`src/hw/process_image_regs.vh`:
```
// register offsets, field layouts and constants of the process image input block
`ifndef PROCESS_IMAGE_REGS_VH
`define PROCESS_IMAGE_REGS_VH
`define OFS_DIGITAL_INPUT 8'h00
`define OFS_ANALOG_LOW0 8'h04
`define OFS_ANALOG_HIGH0 8'h08
`define OFS_ANALOG_LOW1 8'h0C
`define OFS_ANALOG_HIGH1 8'h10
`define OFS_PIN_INPUT 8'h14
`define OFS_PIN_CONFIG 8'h18
`define OFS_PIN_OUTPUT 8'h1C
`define OFS_PWM_CTRL 8'h20
`define OFS_CTRL 8'h24
`define OFS_STATUS 8'h28
`define OFS_TEMP_BASE 8'h40
`define OFS_PERSIST_OUT_BASE 8'h80
`define OFS_PERSIST_IN_BASE 8'h00
`define PERSIST_WINDOW_BIT 7
`define ADDR_WIDTH 8
`define PERSIST_BYTES 32
`define AVG_COUNT 4'hA
`define TEMP_SPAN 8'h20
`define ADC_MAX 10'h3FF
`define PIN_MODE_INPUT 2'h0
`define PIN_MODE_OUTPUT 2'h1
`define PIN_MODE_SENSOR 2'h2
`define PWM_MODE_FREQ 2'h3
`define SENSOR_NEG_BIT 15
`define UNMAPPED_READ 32'h0000_0000
`endif

```
`src/hw/process_image_input_bytes.v`:
```
// controller-side process image: input bytes, sensor words and persistent block
//
// Decided for this implementation: the Avalon-MM register port and the address map.
`timescale 1ns/1ps
`include "process_image_regs.vh"
module process_image_input_bytes #(
   parameter PINS = 4,
   parameter ANALOG_CHANNELS = 2
) (
   input wire sys_clk, // 10 MHz system clock
   input wire rst, // synchronous reset, active high
   input wire [`ADDR_WIDTH-1:0] avs_address, // byte address
   input wire avs_read, // read strobe
   input wire avs_write, // write strobe
   input wire [31:0] avs_writedata, // write data
   input wire [3:0] avs_byteenable, // byte lanes
   output reg [31:0] avs_readdata, // read data
   output wire avs_waitrequest, // stall
   input wire [7:0] digital_in_pins, // debounced digital input pins
   input wire [ANALOG_CHANNELS*10-1:0] adc_sample, // raw conversion per channel
   input wire adc_sample_valid, // one-cycle pulse, new conversions
   input wire [PINS-1:0] pin_in, // pin levels from pads
   output wire [PINS-1:0] pin_out, // pin drive value
   output wire [PINS-1:0] pin_oe, // pin output enable
   output wire [PINS-1:0] pin_pullup_en, // pull-up per pin
   input wire [PINS*16-1:0] sensor_raw, // sensor temperature magnitude per pin
   input wire [PINS-1:0] sensor_negative, // sensor reports below zero
   input wire exchange_strobe, // one-cycle pulse, exchange cycle boundary
   input wire power_fail, // supply failing, level from pin
   input wire power_up_restore, // one-cycle pulse after start: present saved block
   output wire pwm_enable, // pwm outputs allowed
   output wire [1:0] pwm_mode // requested pwm mode, passed through ungated
);
   reg [1:0] req_wait;
   reg pf_d;
   reg [7:0] digital_input_byte;
   reg [7:0] pin_input_byte;
   reg [7:0] pin_config_byte;
   reg [7:0] pin_output_byte;
   reg [7:0] pwm_ctrl;
   reg [7:0] ctrl;
   reg [3:0] avg_cnt;
   reg [31:0] next_readdata;

   reg [7:0] persist_out_block [0:`PERSIST_BYTES-1];
   reg [7:0] persist_store [0:`PERSIST_BYTES-1];
   reg [7:0] persist_in_block [0:`PERSIST_BYTES-1];

   wire [7:0] di_s2;
   wire [PINS-1:0] pin_s2;
   wire pf_s2;
   wire [ANALOG_CHANNELS*16-1:0] analog_reading_word;
   wire [PINS*16-1:0] sensor_temperature_word;
   wire [PINS-1:0] pin_is_sensor;
   wire any_sensor;
   wire pwm_req_enable;
   wire [1:0] pwm_req_mode;
   wire freq_blocked;
   wire persist_enable;
   wire precision_type;
   wire avg_last;
   wire save_edge;
   wire [4:0] persist_idx;
   wire persist_hit;
   wire temp_hit;
   wire [1:0] temp_pin;
   wire [7:0] temp_low;
   wire [7:0] temp_high;
   wire wr_go;
   wire rd_take;
   wire wr_reg;
   wire wr_pin_config;
   wire wr_pin_output;
   wire wr_pwm_ctrl;
   wire wr_ctrl;
   integer i;
   integer j;

   // every access takes two cycles; the bus sees waitrequest low on the second
   // read data is loaded on the first, so it already stands when waitrequest drops
   assign wr_go = avs_write && req_wait == 2'h1;
   assign rd_take = avs_read && req_wait == 2'h0;
   assign avs_waitrequest = (avs_read || avs_write) && req_wait != 2'h1;

   always @(posedge sys_clk) begin
      if (rst)
         req_wait <= 2'h0;
      else if ((avs_read || avs_write) && req_wait == 2'h0)
         req_wait <= 2'h1;
      else
         req_wait <= 2'h0;
   end

   // pad inputs and power-fail line are asynchronous to sys_clk
   pad_sync #(
      .WIDTH(8)
   ) digital_sync (
      .sys_clk(sys_clk),
      .rst(rst),
      .async_in(digital_in_pins),
      .sync_out(di_s2)
   );

   pad_sync #(
      .WIDTH(PINS)
   ) pin_sync (
      .sys_clk(sys_clk),
      .rst(rst),
      .async_in(pin_in),
      .sync_out(pin_s2)
   );

   pad_sync #(
      .WIDTH(1)
   ) power_sync (
      .sys_clk(sys_clk),
      .rst(rst),
      .async_in(power_fail),
      .sync_out(pf_s2)
   );

   // delayed copy gives the rising edge of power fail
   always @(posedge sys_clk) begin
      if (rst)
         pf_d <= 1'b0;
      else
         pf_d <= pf_s2;
   end

   // pin configuration: two bits per pin
   genvar g;
   generate
      for (g = 0; g < PINS; g = g + 1) begin : pin_mode
         wire [1:0] mode = pin_config_byte[2*g+1:2*g];
         assign pin_oe[g] = mode == `PIN_MODE_OUTPUT;
         assign pin_is_sensor[g] = mode == `PIN_MODE_SENSOR;
         assign pin_out[g] = pin_output_byte[g];
         // pull-up only meaningful while the pin is an input
         assign pin_pullup_en[g] = mode == `PIN_MODE_INPUT && pin_output_byte[g];
      end
   endgenerate

   assign any_sensor = |pin_is_sensor;
   assign pwm_req_enable = pwm_ctrl[0];
   assign pwm_req_mode = pwm_ctrl[2:1];
   // frequency mode cannot coexist with sensor timing, so pwm is shut off
   assign freq_blocked = any_sensor && pwm_req_mode == `PWM_MODE_FREQ;
   assign pwm_enable = pwm_req_enable && !freq_blocked;
   assign pwm_mode = pwm_req_mode;
   assign persist_enable = ctrl[0];
   assign precision_type = ctrl[1];

   // ten-sample averaging per channel
   assign avg_last = avg_cnt == `AVG_COUNT - 4'h1;
   always @(posedge sys_clk) begin
      if (rst)
         avg_cnt <= 4'h0;
      else if (adc_sample_valid)
         avg_cnt <= avg_last ? 4'h0 : avg_cnt + 4'h1;
   end

   genvar c;
   generate
      for (c = 0; c < ANALOG_CHANNELS; c = c + 1) begin : analog_chan
         reg [13:0] acc;
         reg [9:0] mean;
         reg [15:0] word;
         wire [13:0] acc_next = acc + {4'h0, adc_sample[c*10 +: 10]};
         wire [13:0] quotient = acc_next / {10'h0, `AVG_COUNT};
         // a mean of ten samples cannot pass the maximum; the clamp only pins the bound down
         wire [9:0] clamped = (quotient > {4'h0, `ADC_MAX}) ? `ADC_MAX : quotient[9:0];
         always @(posedge sys_clk) begin
            if (rst) begin
               acc <= 14'h0;
               mean <= 10'h0;
            end else if (adc_sample_valid) begin
               if (avg_last) begin
                  mean <= clamped;
                  acc <= 14'h0;
               end else
                  acc <= acc_next;
            end
         end
         // published value moves only at the exchange boundary
         always @(posedge sys_clk) begin
            if (rst)
               word <= 16'h0000;
            else if (exchange_strobe)
               word <= {6'h00, mean};
         end
         assign analog_reading_word[c*16 +: 16] = word;
      end
   endgenerate

   // snapshot at exchange boundary keeps the image coherent
   always @(posedge sys_clk) begin
      if (rst) begin
         digital_input_byte <= 8'h00;
         pin_input_byte <= 8'h00;
      end else if (exchange_strobe) begin
         digital_input_byte <= di_s2;
         pin_input_byte <= {{(8-PINS){1'b0}}, pin_s2};
      end
   end

   // only sensor pins publish a temperature; other pins read zero
   generate
      for (g = 0; g < PINS; g = g + 1) begin : sensor_pin
         reg [15:0] word;
         always @(posedge sys_clk) begin
            if (rst)
               word <= 16'h0000;
            else if (exchange_strobe) begin
               if (!pin_is_sensor[g])
                  word <= 16'h0000;
               else if (precision_type)
                  // precision type: tenths, sign in top bit
                  word <= {sensor_negative[g], sensor_raw[g*16 +: 15]};
               else
                  // basic type: whole degrees in high byte
                  word <= {sensor_raw[g*16 +: 8], 8'h00};
            end
         end
         assign sensor_temperature_word[g*16 +: 16] = word;
      end
   endgenerate

   // persistent area: out-block written by host, in-block shows saved copy
   assign persist_idx = avs_address[6:2];
   assign persist_hit = avs_address[`PERSIST_WINDOW_BIT];
   assign save_edge = pf_s2 && !pf_d && persist_enable;
   assign wr_reg = wr_go && !persist_hit && avs_byteenable[0];
   assign wr_pin_config = wr_reg && avs_address == `OFS_PIN_CONFIG;
   assign wr_pin_output = wr_reg && avs_address == `OFS_PIN_OUTPUT;
   assign wr_pwm_ctrl = wr_reg && avs_address == `OFS_PWM_CTRL;
   assign wr_ctrl = wr_reg && avs_address == `OFS_CTRL;

   always @(posedge sys_clk) begin
      if (rst)
         pin_config_byte <= 8'h00;
      else if (wr_pin_config)
         pin_config_byte <= avs_writedata[7:0];
   end

   always @(posedge sys_clk) begin
      if (rst)
         pin_output_byte <= 8'h00;
      else if (wr_pin_output)
         pin_output_byte <= avs_writedata[7:0];
   end

   always @(posedge sys_clk) begin
      if (rst)
         pwm_ctrl <= 8'h00;
      else if (wr_pwm_ctrl)
         pwm_ctrl <= avs_writedata[7:0];
   end

   always @(posedge sys_clk) begin
      if (rst)
         ctrl <= 8'h00;
      else if (wr_ctrl)
         ctrl <= avs_writedata[7:0];
   end

   // saved store survives rst: it models non-volatile memory
   always @(posedge sys_clk) begin
      if (wr_go && persist_hit && avs_byteenable[0])
         persist_out_block[persist_idx] <= avs_writedata[7:0];
   end

   // a new save replaces the old copy only on a fresh power-fail edge
   always @(posedge sys_clk) begin
      for (i = 0; i < `PERSIST_BYTES; i = i + 1) begin
         if (save_edge)
            persist_store[i] <= persist_out_block[i];
      end
   end

   // restored block reaches the host unchanged
   always @(posedge sys_clk) begin
      for (j = 0; j < `PERSIST_BYTES; j = j + 1) begin
         if (power_up_restore)
            persist_in_block[j] <= persist_store[j];
      end
   end

   // read decode is combinational; the answer is registered in the first request cycle
   assign temp_hit = avs_address >= `OFS_TEMP_BASE && avs_address < `OFS_TEMP_BASE + `TEMP_SPAN;
   assign temp_pin = avs_address[4:3];
   assign temp_low = sensor_temperature_word[temp_pin*16 +: 8];
   assign temp_high = sensor_temperature_word[temp_pin*16+8 +: 8];
   always @* begin
      next_readdata = `UNMAPPED_READ;
      if (persist_hit)
         next_readdata = {24'h0, persist_in_block[persist_idx]};
      else if (temp_hit) begin
         if (avs_address[2])
            next_readdata = {24'h0, temp_high};
         else
            next_readdata = {24'h0, temp_low};
      end else if (avs_address == `OFS_DIGITAL_INPUT)
         next_readdata = {24'h0, digital_input_byte};
      else if (avs_address == `OFS_ANALOG_LOW0)
         next_readdata = {24'h0, analog_reading_word[7:0]};
      else if (avs_address == `OFS_ANALOG_HIGH0)
         next_readdata = {24'h0, analog_reading_word[15:8]};
      else if (avs_address == `OFS_ANALOG_LOW1)
         next_readdata = {24'h0, analog_reading_word[23:16]};
      else if (avs_address == `OFS_ANALOG_HIGH1)
         next_readdata = {24'h0, analog_reading_word[31:24]};
      else if (avs_address == `OFS_PIN_INPUT)
         next_readdata = {24'h0, pin_input_byte};
      else if (avs_address == `OFS_PIN_CONFIG)
         next_readdata = {24'h0, pin_config_byte};
      else if (avs_address == `OFS_PIN_OUTPUT)
         next_readdata = {24'h0, pin_output_byte};
      else if (avs_address == `OFS_PWM_CTRL)
         next_readdata = {24'h0, pwm_ctrl};
      else if (avs_address == `OFS_CTRL)
         next_readdata = {24'h0, ctrl};
      else if (avs_address == `OFS_STATUS)
         next_readdata = {29'h0, any_sensor, pwm_enable, pf_s2};
   end

   always @(posedge sys_clk) begin
      if (rst)
         avs_readdata <= `UNMAPPED_READ;
      else if (rd_take)
         avs_readdata <= next_readdata;
   end
endmodule // process_image_input_bytes

// two-flop synchroniser for lines from outside the clock domain
module pad_sync #(
   parameter WIDTH = 1
) (
   input wire sys_clk, // system clock
   input wire rst, // synchronous reset, active high
   input wire [WIDTH-1:0] async_in, // line from a pad
   output reg [WIDTH-1:0] sync_out // safe to read in the sys_clk domain
);
   reg [WIDTH-1:0] first_stage;
   // only the second stage is read; the first may be metastable
   always @(posedge sys_clk) begin
      if (rst) begin
         first_stage <= {WIDTH{1'b0}};
         sync_out <= {WIDTH{1'b0}};
      end else begin
         first_stage <= async_in;
         sync_out <= first_stage;
      end
   end
endmodule // pad_sync

```
`config.mk`:
```
export PLATFORM = sky130hd
export DESIGN_NAME = process_image_input_bytes
export DESIGN_NICKNAME = d
export VERILOG_FILES = /design/src/hw/process_image_input_bytes.v
export VERILOG_INCLUDE_DIRS = /design/src /design/src/hw
export SDC_FILE = /design/constraint.sdc
export NUM_CORES = 1
export LEC_CHECK = 0
export BUFFER_PORTS_ARGS = -buffer_cell sky130_fd_sc_hd__clkbuf_2
export CORE_UTILIZATION = 60
export DETAILED_ROUTE_END_ITERATION = 10
export PLACE_DENSITY = 0.79
export SLEW_MARGIN = 25
export SYNTH_ARGS = -nofsm -noshare
export SYNTH_HDL_FRONTEND = slang
export SYNTH_HIERARCHICAL = 1
export SYNTH_SLANG_ARGS = --single-unit
```
`constraint.sdc`:
```
create_clock -name sys_clk -period 31.5 [get_ports sys_clk]
set_input_delay 1.575 -clock sys_clk [delete_from_list [all_inputs] [get_ports sys_clk]]
set_output_delay 1.575 -clock sys_clk [all_outputs]
set_load 0.1 [all_outputs]
```
; ---- Word level (Yosys, flattened, before mapping)
; Memory sizes are Yosys's and may differ from the RTL's.
; Cells that the tools add are included.
; W data, S select, Z words.
[word_totals]
regBits = 241
latchBits = 0
ram_bits = 768
mem_bits_ro = 0
mem_count = 3
[memory_table]
columns = memory, words, word_bits, rd, rd_ports_with_merged_regs, write_ports, line
row1 = persist_in_block, 32, 8, 1, 0, 32, process_image_input_bytes.v:47  ; reg [7:0] persist_in_block [0:`PERSIST_BYTES-1];
row2 = persist_out_block, 32, 8, 32, 0, 1, process_image_input_bytes.v:45  ; reg [7:0] persist_out_block [0:`PERSIST_BYTES-1];
row3 = persist_store, 32, 8, 32, 0, 32, process_image_input_bytes.v:46  ; reg [7:0] persist_store [0:`PERSIST_BYTES-1];
[classes]
add_sub_neg = 4
mul = 0
div_mod_pow = 2
order_cmp = 4
eq_ne = 22
n_shift = 2
muxes = 34
bitwise_logic = 0
n_reduce_logical = 33
[op_table]
columns = op, count
row1 = $mux W16, 8
row2 = $mux W8, 11
row3 = $mux W32, 2
row4 = $shiftx A64 B7 Y8, 1
row5 = $shiftx A64 B8 Y8, 1
row6 = $eq A8 B5 Y1 const B, 4
row7 = $add A14 B10 Y14, 2
row8 = $div A14 B4 Y14 const B, 2
row9 = $gt A14 B10 Y1 const B, 2
row10 = $mux W14, 2
row11 = $eq A8 B6 Y1 const B, 3
row12 = $logic_and A1 B1 Y1, 21
row13 = $mux W10, 2
row14 = $eq A8 B4 Y1 const B, 2
row15 = $eq A2 B1 Y1 const B, 5
row16 = $eq A2 B2 Y1 const B, 5
row17 = $logic_not A2 Y1, 5
row18 = $eq A8 B3 Y1 const B, 1
row19 = $ge A8 B7 Y1 const B, 1
row20 = $logic_not A8 Y1, 1
row21 = $lt A8 B7 Y1 const B, 1
row22 = $add A6 B4 Y7 const B, 1
row23 = $mux W1, 7
row24 = $add A4 B1 Y4 const B, 1
row25 = other kinds (8), 10

; ---- Depth between registers and ports, before layout
[depth]
word_depth = 18
depth_mapped = 23

; ---- Hierarchy
; Netlist, hierarchy kept.
[by_module_without_submodules]
columns = module, instances, cells_each, area_each_um2, seq_area_each_um2
row1 = process_image_input_bytes, 1, 2502, 37498.5, 26865.8
row2 = pad_sync (digital_sync), 1, 33, 464.2, 320.3
row3 = pad_sync (pin_sync), 1, 16, 210.2, 160.2
row4 = pad_sync (power_sync), 1, 4, 52.6, 40.0

; ---- Least setup slack after synthesis
; Ideal clock, no wire load.
[synth_timing]
kind = register to register
start = register ctrl[0]
end = memory persist_store[0][0] (enable)
arrival_ns = 11.078
required_ns = 30.617
slack_ns = 19.540
stages_incl_launch_ff = 3
n_path_buf = 0
period_less_slack_ns = 11.960
cell_sequence = dfxtp_1 > nand2_1 > nor2_1
[synth_rtl]
columns = element, line
row1 = from (decl), process_image_input_bytes.v:41  ; reg [7:0] ctrl;
row2 = from (signal assigned), process_image_input_bytes.v:263  ; ctrl <= avs_writedata[7:0];
row3 = to (decl), process_image_input_bytes.v:46

; ---- Worst setup path after layout
[layout_timing]
start = input port adc_sample[12]
end = register analog_chan[1].mean[0]
[layout_between]
elab_chain_cells = 4
[layout_lines]
columns = element, line
row1 = from (decl), process_image_input_bytes.v:20  ; input wire [ANALOG_CHANNELS*10-1:0] adc_sample,
row2 = $add A14 B10 Y14 (*), process_image_input_bytes.v:168  ; wire [13:0] acc_next = acc + {4'h0, adc_sample[c*10 +: 10]};
row3 = $div A14 B4 Y14 (*), process_image_input_bytes.v:169  ; wire [13:0] quotient = acc_next / {10'h0, `AVG_COUNT};
row4 = $gt A14 B10 Y1, process_image_input_bytes.v:171  ; wire [9:0] clamped = (quotient > {4'h0, `ADC_MAX}) ? `ADC_MAX : quotient[9:0];
row5 = $mux W10 (*), process_image_input_bytes.v:171
row6 = to (signal assigned), process_image_input_bytes.v:178  ; mean <= clamped;
row7 = to (decl), process_image_input_bytes.v:166  ; reg [9:0] mean;
; Every way passes the cells marked *; elsewhere a longest branch is shown, timed or not.
; A chain may end at the register's enable or synchronous reset.

==> flow_metrics.tcl <==
set metrics [dict create \
    port_buffers 144 \
    cts_buffer_depth 3 \
    p_per_area_nw_per_um2 68.7 \
    crit_top_cell "o21ai_0" \
    ios 200 \
    period_needed_ns 7.43 \
    ys_warn_count 6 \
    final_cell_mix "edfxtp_1, nor2_1, dfxtp_1, clkbuf_2, a21oi_1" \
    grt.total_usage_pct 27.5 \
    ant_nets 0 \
    cts_made_buffers 91 \
    syn-cell-area_sq_um 38200 \
    cts_max_level 3 \
    clockRootBuffer "clkbuf_16" \
    grt_pass1_wl_microns 131000 \
    critPathCaptureType "flip-flop" \
    cap_violations 0 \
    ys_ff_latch 984 \
    hold_viol 0 \
    worstPathRequired_ns 31.98 \
    fin_nets 2859 \
    gp_congestion 0.909 \
    grt_setup_unrepaired "false" \
    netlist_instances 2555 \
    max_slew.worst_pin.slew_ns 1.07 \
    drive_gt1_share_pct 16.1 \
    worstSetupStartpointType "input port" \
    r2r-start "analog_chan[1].acc[2]" \
    overflow 0 \
    slew_headroom_pct 28.4 \
    areaGrowthSynthToFinish_pct 11.7 \
    finalCoreUtilization_pct 67.8 \
    startpoint "adc_sample[12]" \
    synth-simple-area-share_pct 8.17 \
    avgRoutedWirePerCell_microns 24.8 \
    clock_latency_ns 0.64 \
    drc 0 \
    synth_area_per_cell_sq_um 15.0 \
    hpwlAfterDp_microns 52600 \
    core_area_sq_um 63000 \
    layout.cells.non_filler 3603 \
    grt_max_degree 132 \
    wirelength_microns 89300 \
    yosysUniqueCellTypes 97 \
    tritoncts "yes" \
    vias_per_cell 6.26 \
    r2r_end "analog_chan[1].mean[0]" \
    synth_top_flop_cell "edfxtp_1" \
    antenna_found_initial 3 \
    dieArea_sq_um 64700 \
    setup_violations 0 \
    netlist_top_cells_area "edfxtp_1, dfxtp_1, mux4_2" \
    grt_pass1_vias 21900 \
    cp_data_arrival_time_ns 7.91 \
    path_max_fanout 26 \
    start_util_pct 60.7 \
    path_clk_slew_ns 0.08 \
    drtIter0Drc 2765 \
    synth_edf_count 768 \
    synth_top_area_share_pct 60.3 \
    finClkSkew_ns 0.0357 \
    cp_slowest_cell "a21oi_1" \
    cts_setup_buffers 0 \
    seq_area_frac_synth_pct 71.6 \
    vias 22600 \
    die_w_microns 254 \
    mostFrequentLayoutCell "edfxtp_1" \
    die_h_microns 254 \
    cpPeakStageDelay_ns 0.69 \
    reg2reg_slack_ns 24.81 \
    yosysTopAreaCell "edfxtp_1" \
    synthAdderAreaFrac_pct 0.838 \
    muxShareOfSynthArea_pct 7.94 \
    synth_top_family_by_area "compound AO/OA/AOI/OAI gates" \
    cts_sinks 984 \
    endpoint "analog_chan[1].mean[0]" \
    crit_type "in -> reg" \
    nFillCells 4120 \
    slew_violations 0 \
    hold_path_class "reg -> reg" \
    r2r_cells 19 \
    num_rows 92 \
    leakagePower_uw 0.0146 \
    async_flop_share_pct 0 \
    status "complete, no violations" \
    synthXorXnorAreaFrac_pct 0.917 \
    tns_ns 0 \
    antenna_cells 0 \
    placedCellCount 3438 \
    finalCritPeriodShare_pct 23.6 \
    fmax_mhz 135 \
    first_pass_iters 8 \
    crit_chain "clkbuf_2 > ha_1 > o21ai_0 > o21ai_0 > nand4b_1 > a21bo_2 > a21oi_1 > a21oi_1 > o21ai_0 > nand2_1 > nand3_1 > a211oi_1 > a2111oi_0 > o21ai_0 > mux2_2 > and2_1 > a2111oi_1 > nor2_1 > o311ai_1 > nand3_1" \
    synth_compound_area_share_pct 8.34 \
    hold_buffers 0 \
    irDropWorstVdd_mv 0.0516 \
    ctsResizeCount 0 \
]
metrics by stage:
stage	setup WS (ns)	total power (uW)	cell area [sq um]	hold WS, ns
after floorplan	19.54	1720	38300	0.400
after global placement	23.79	1810	39600	0.400
after detailed placement	23.67	1820	39600	0.405
after CTS	24.28	2940	42700	0.406
after global routing	23.63	3030	42700	0.411
final	24.07	2930	42700	0.409
registers in the layout (all words and copies together) (netlist names), 8 cells and up:
name and flops:
pin_output_byte 8, persist_out_block 256, persist_store 256, pin_config_byte 8, sensor_pin.word 64, digital_sync/first_stage 8, analog_chan.acc 28, digital_input_byte 8
ctrl 8, analog_chan.word 20, analog_chan.mean 20, digital_sync/sync_out 8, pwm_ctrl 8, avs_readdata 8, persist_in_block 256
layer usage:
layer	global-route usage [%]	share of wire (%)	up-vias
met5	0	0.057	-
met4	12.5	4.2	2
met3	4.37	8.1	235
met2	44.8	48	1218
met1	36.8	40	11100
li1	-	-	10000
synth_stat cells, types with 7 or more instances:
| master | instances |
|---|---|
| a22oi_1 | 68 |
| nor2b_1 | 36 |
| buf_2 | 9 |
| a2111oi_0 | 9 |
| buf_4 | 32 |
| nor2_1 | 320 |
| inv_1 | 12 |
| nor3_1 | 37 |
| o21a_1 | 14 |
| or3_1 | 7 |
| nand2b_1 | 8 |
| edfxtp_1 | 768 |
| a21o_1 | 21 |
| nand4_1 | 13 |
| buf_1 | 16 |
| o211ai_1 | 17 |
| xor2_1 | 14 |
| o21ai_0 | 50 |
| and3_1 | 9 |
| ha_1 | 20 |
| o31ai_1 | 8 |
| nor2b_2 | 7 |
| a311oi_1 | 7 |
| dfxtp_1 | 216 |
| clkbuf_1 | 102 |
| xnor2_1 | 26 |
| a211oi_1 | 30 |
| nand2_1 | 112 |
| mux2i_1 | 102 |
| nand3_1 | 64 |
| o2111ai_1 | 7 |
| a31oi_1 | 14 |
| and2_1 | 11 |
| a21oi_1 | 125 |
| mux4_2 | 88 |
| nor3b_1 | 8 |
logic make-up (layout without fill, tap and decap cells):
group	count (synthesis)	in the layout
flip-flops	984	984
AND/OR/NAND/NOR	676	676
AO/OA/AOI/OAI	459	459
multiplexers	193	193
buffers and inverters	177	356
XOR/XNOR	40	40
adder cells (fa/ha/maj)	25	25
other	1	24
how the worst min path moves through the flow:
stage,startpoint,end,slack (ns),cells after the start
4_1_cts,persist_out_block[7][4],persist_store[0][60],0.41,0
6_report,persist_out_block[7][4],persist_store[0][60],0.41,0
2_1_floorplan,persist_store[0][0],persist_in_block[0][0],0.40,0
3_5_place_dp,persist_store[0][3],persist_in_block[0][3],0.40,0
5_1_grt,persist_out_block[7][4],persist_store[0][60],0.41,0
3_3_place_gp,persist_out_block[30][1],persist_store[1][113],0.40,0
report_power, final:
part | internal, uW | total, uW | switching (uW)
logic | 134 | 391 | 257
registers | 1410 | 1410 | 7.81
clock network | 654 | 1130 | 475
total | 2190 | 2930 | 740
layout make-up:
cell class                 count  area (sq um)  area share [%]
clock buffer                 113          2410            5.65
clock inverter                52           658            1.54
multi-input combinational   1417         10100            23.7
timing repair buffer         176           993            2.33
tap                          846          1060            2.48
sequential                   984         27400            64.1
inverter                      15          57.6           0.135
worst max-delay path, delay by kind of cell:
family / cells / cell delay (ns)
compound gates: 11 / 3.77
simple gates: 6 / 1.68
fa+ha+maj: 1 / 0.39
mux: 1 / 0.37
buf+inv: 1 / 0.08
(Power assumes the default switching activity.)
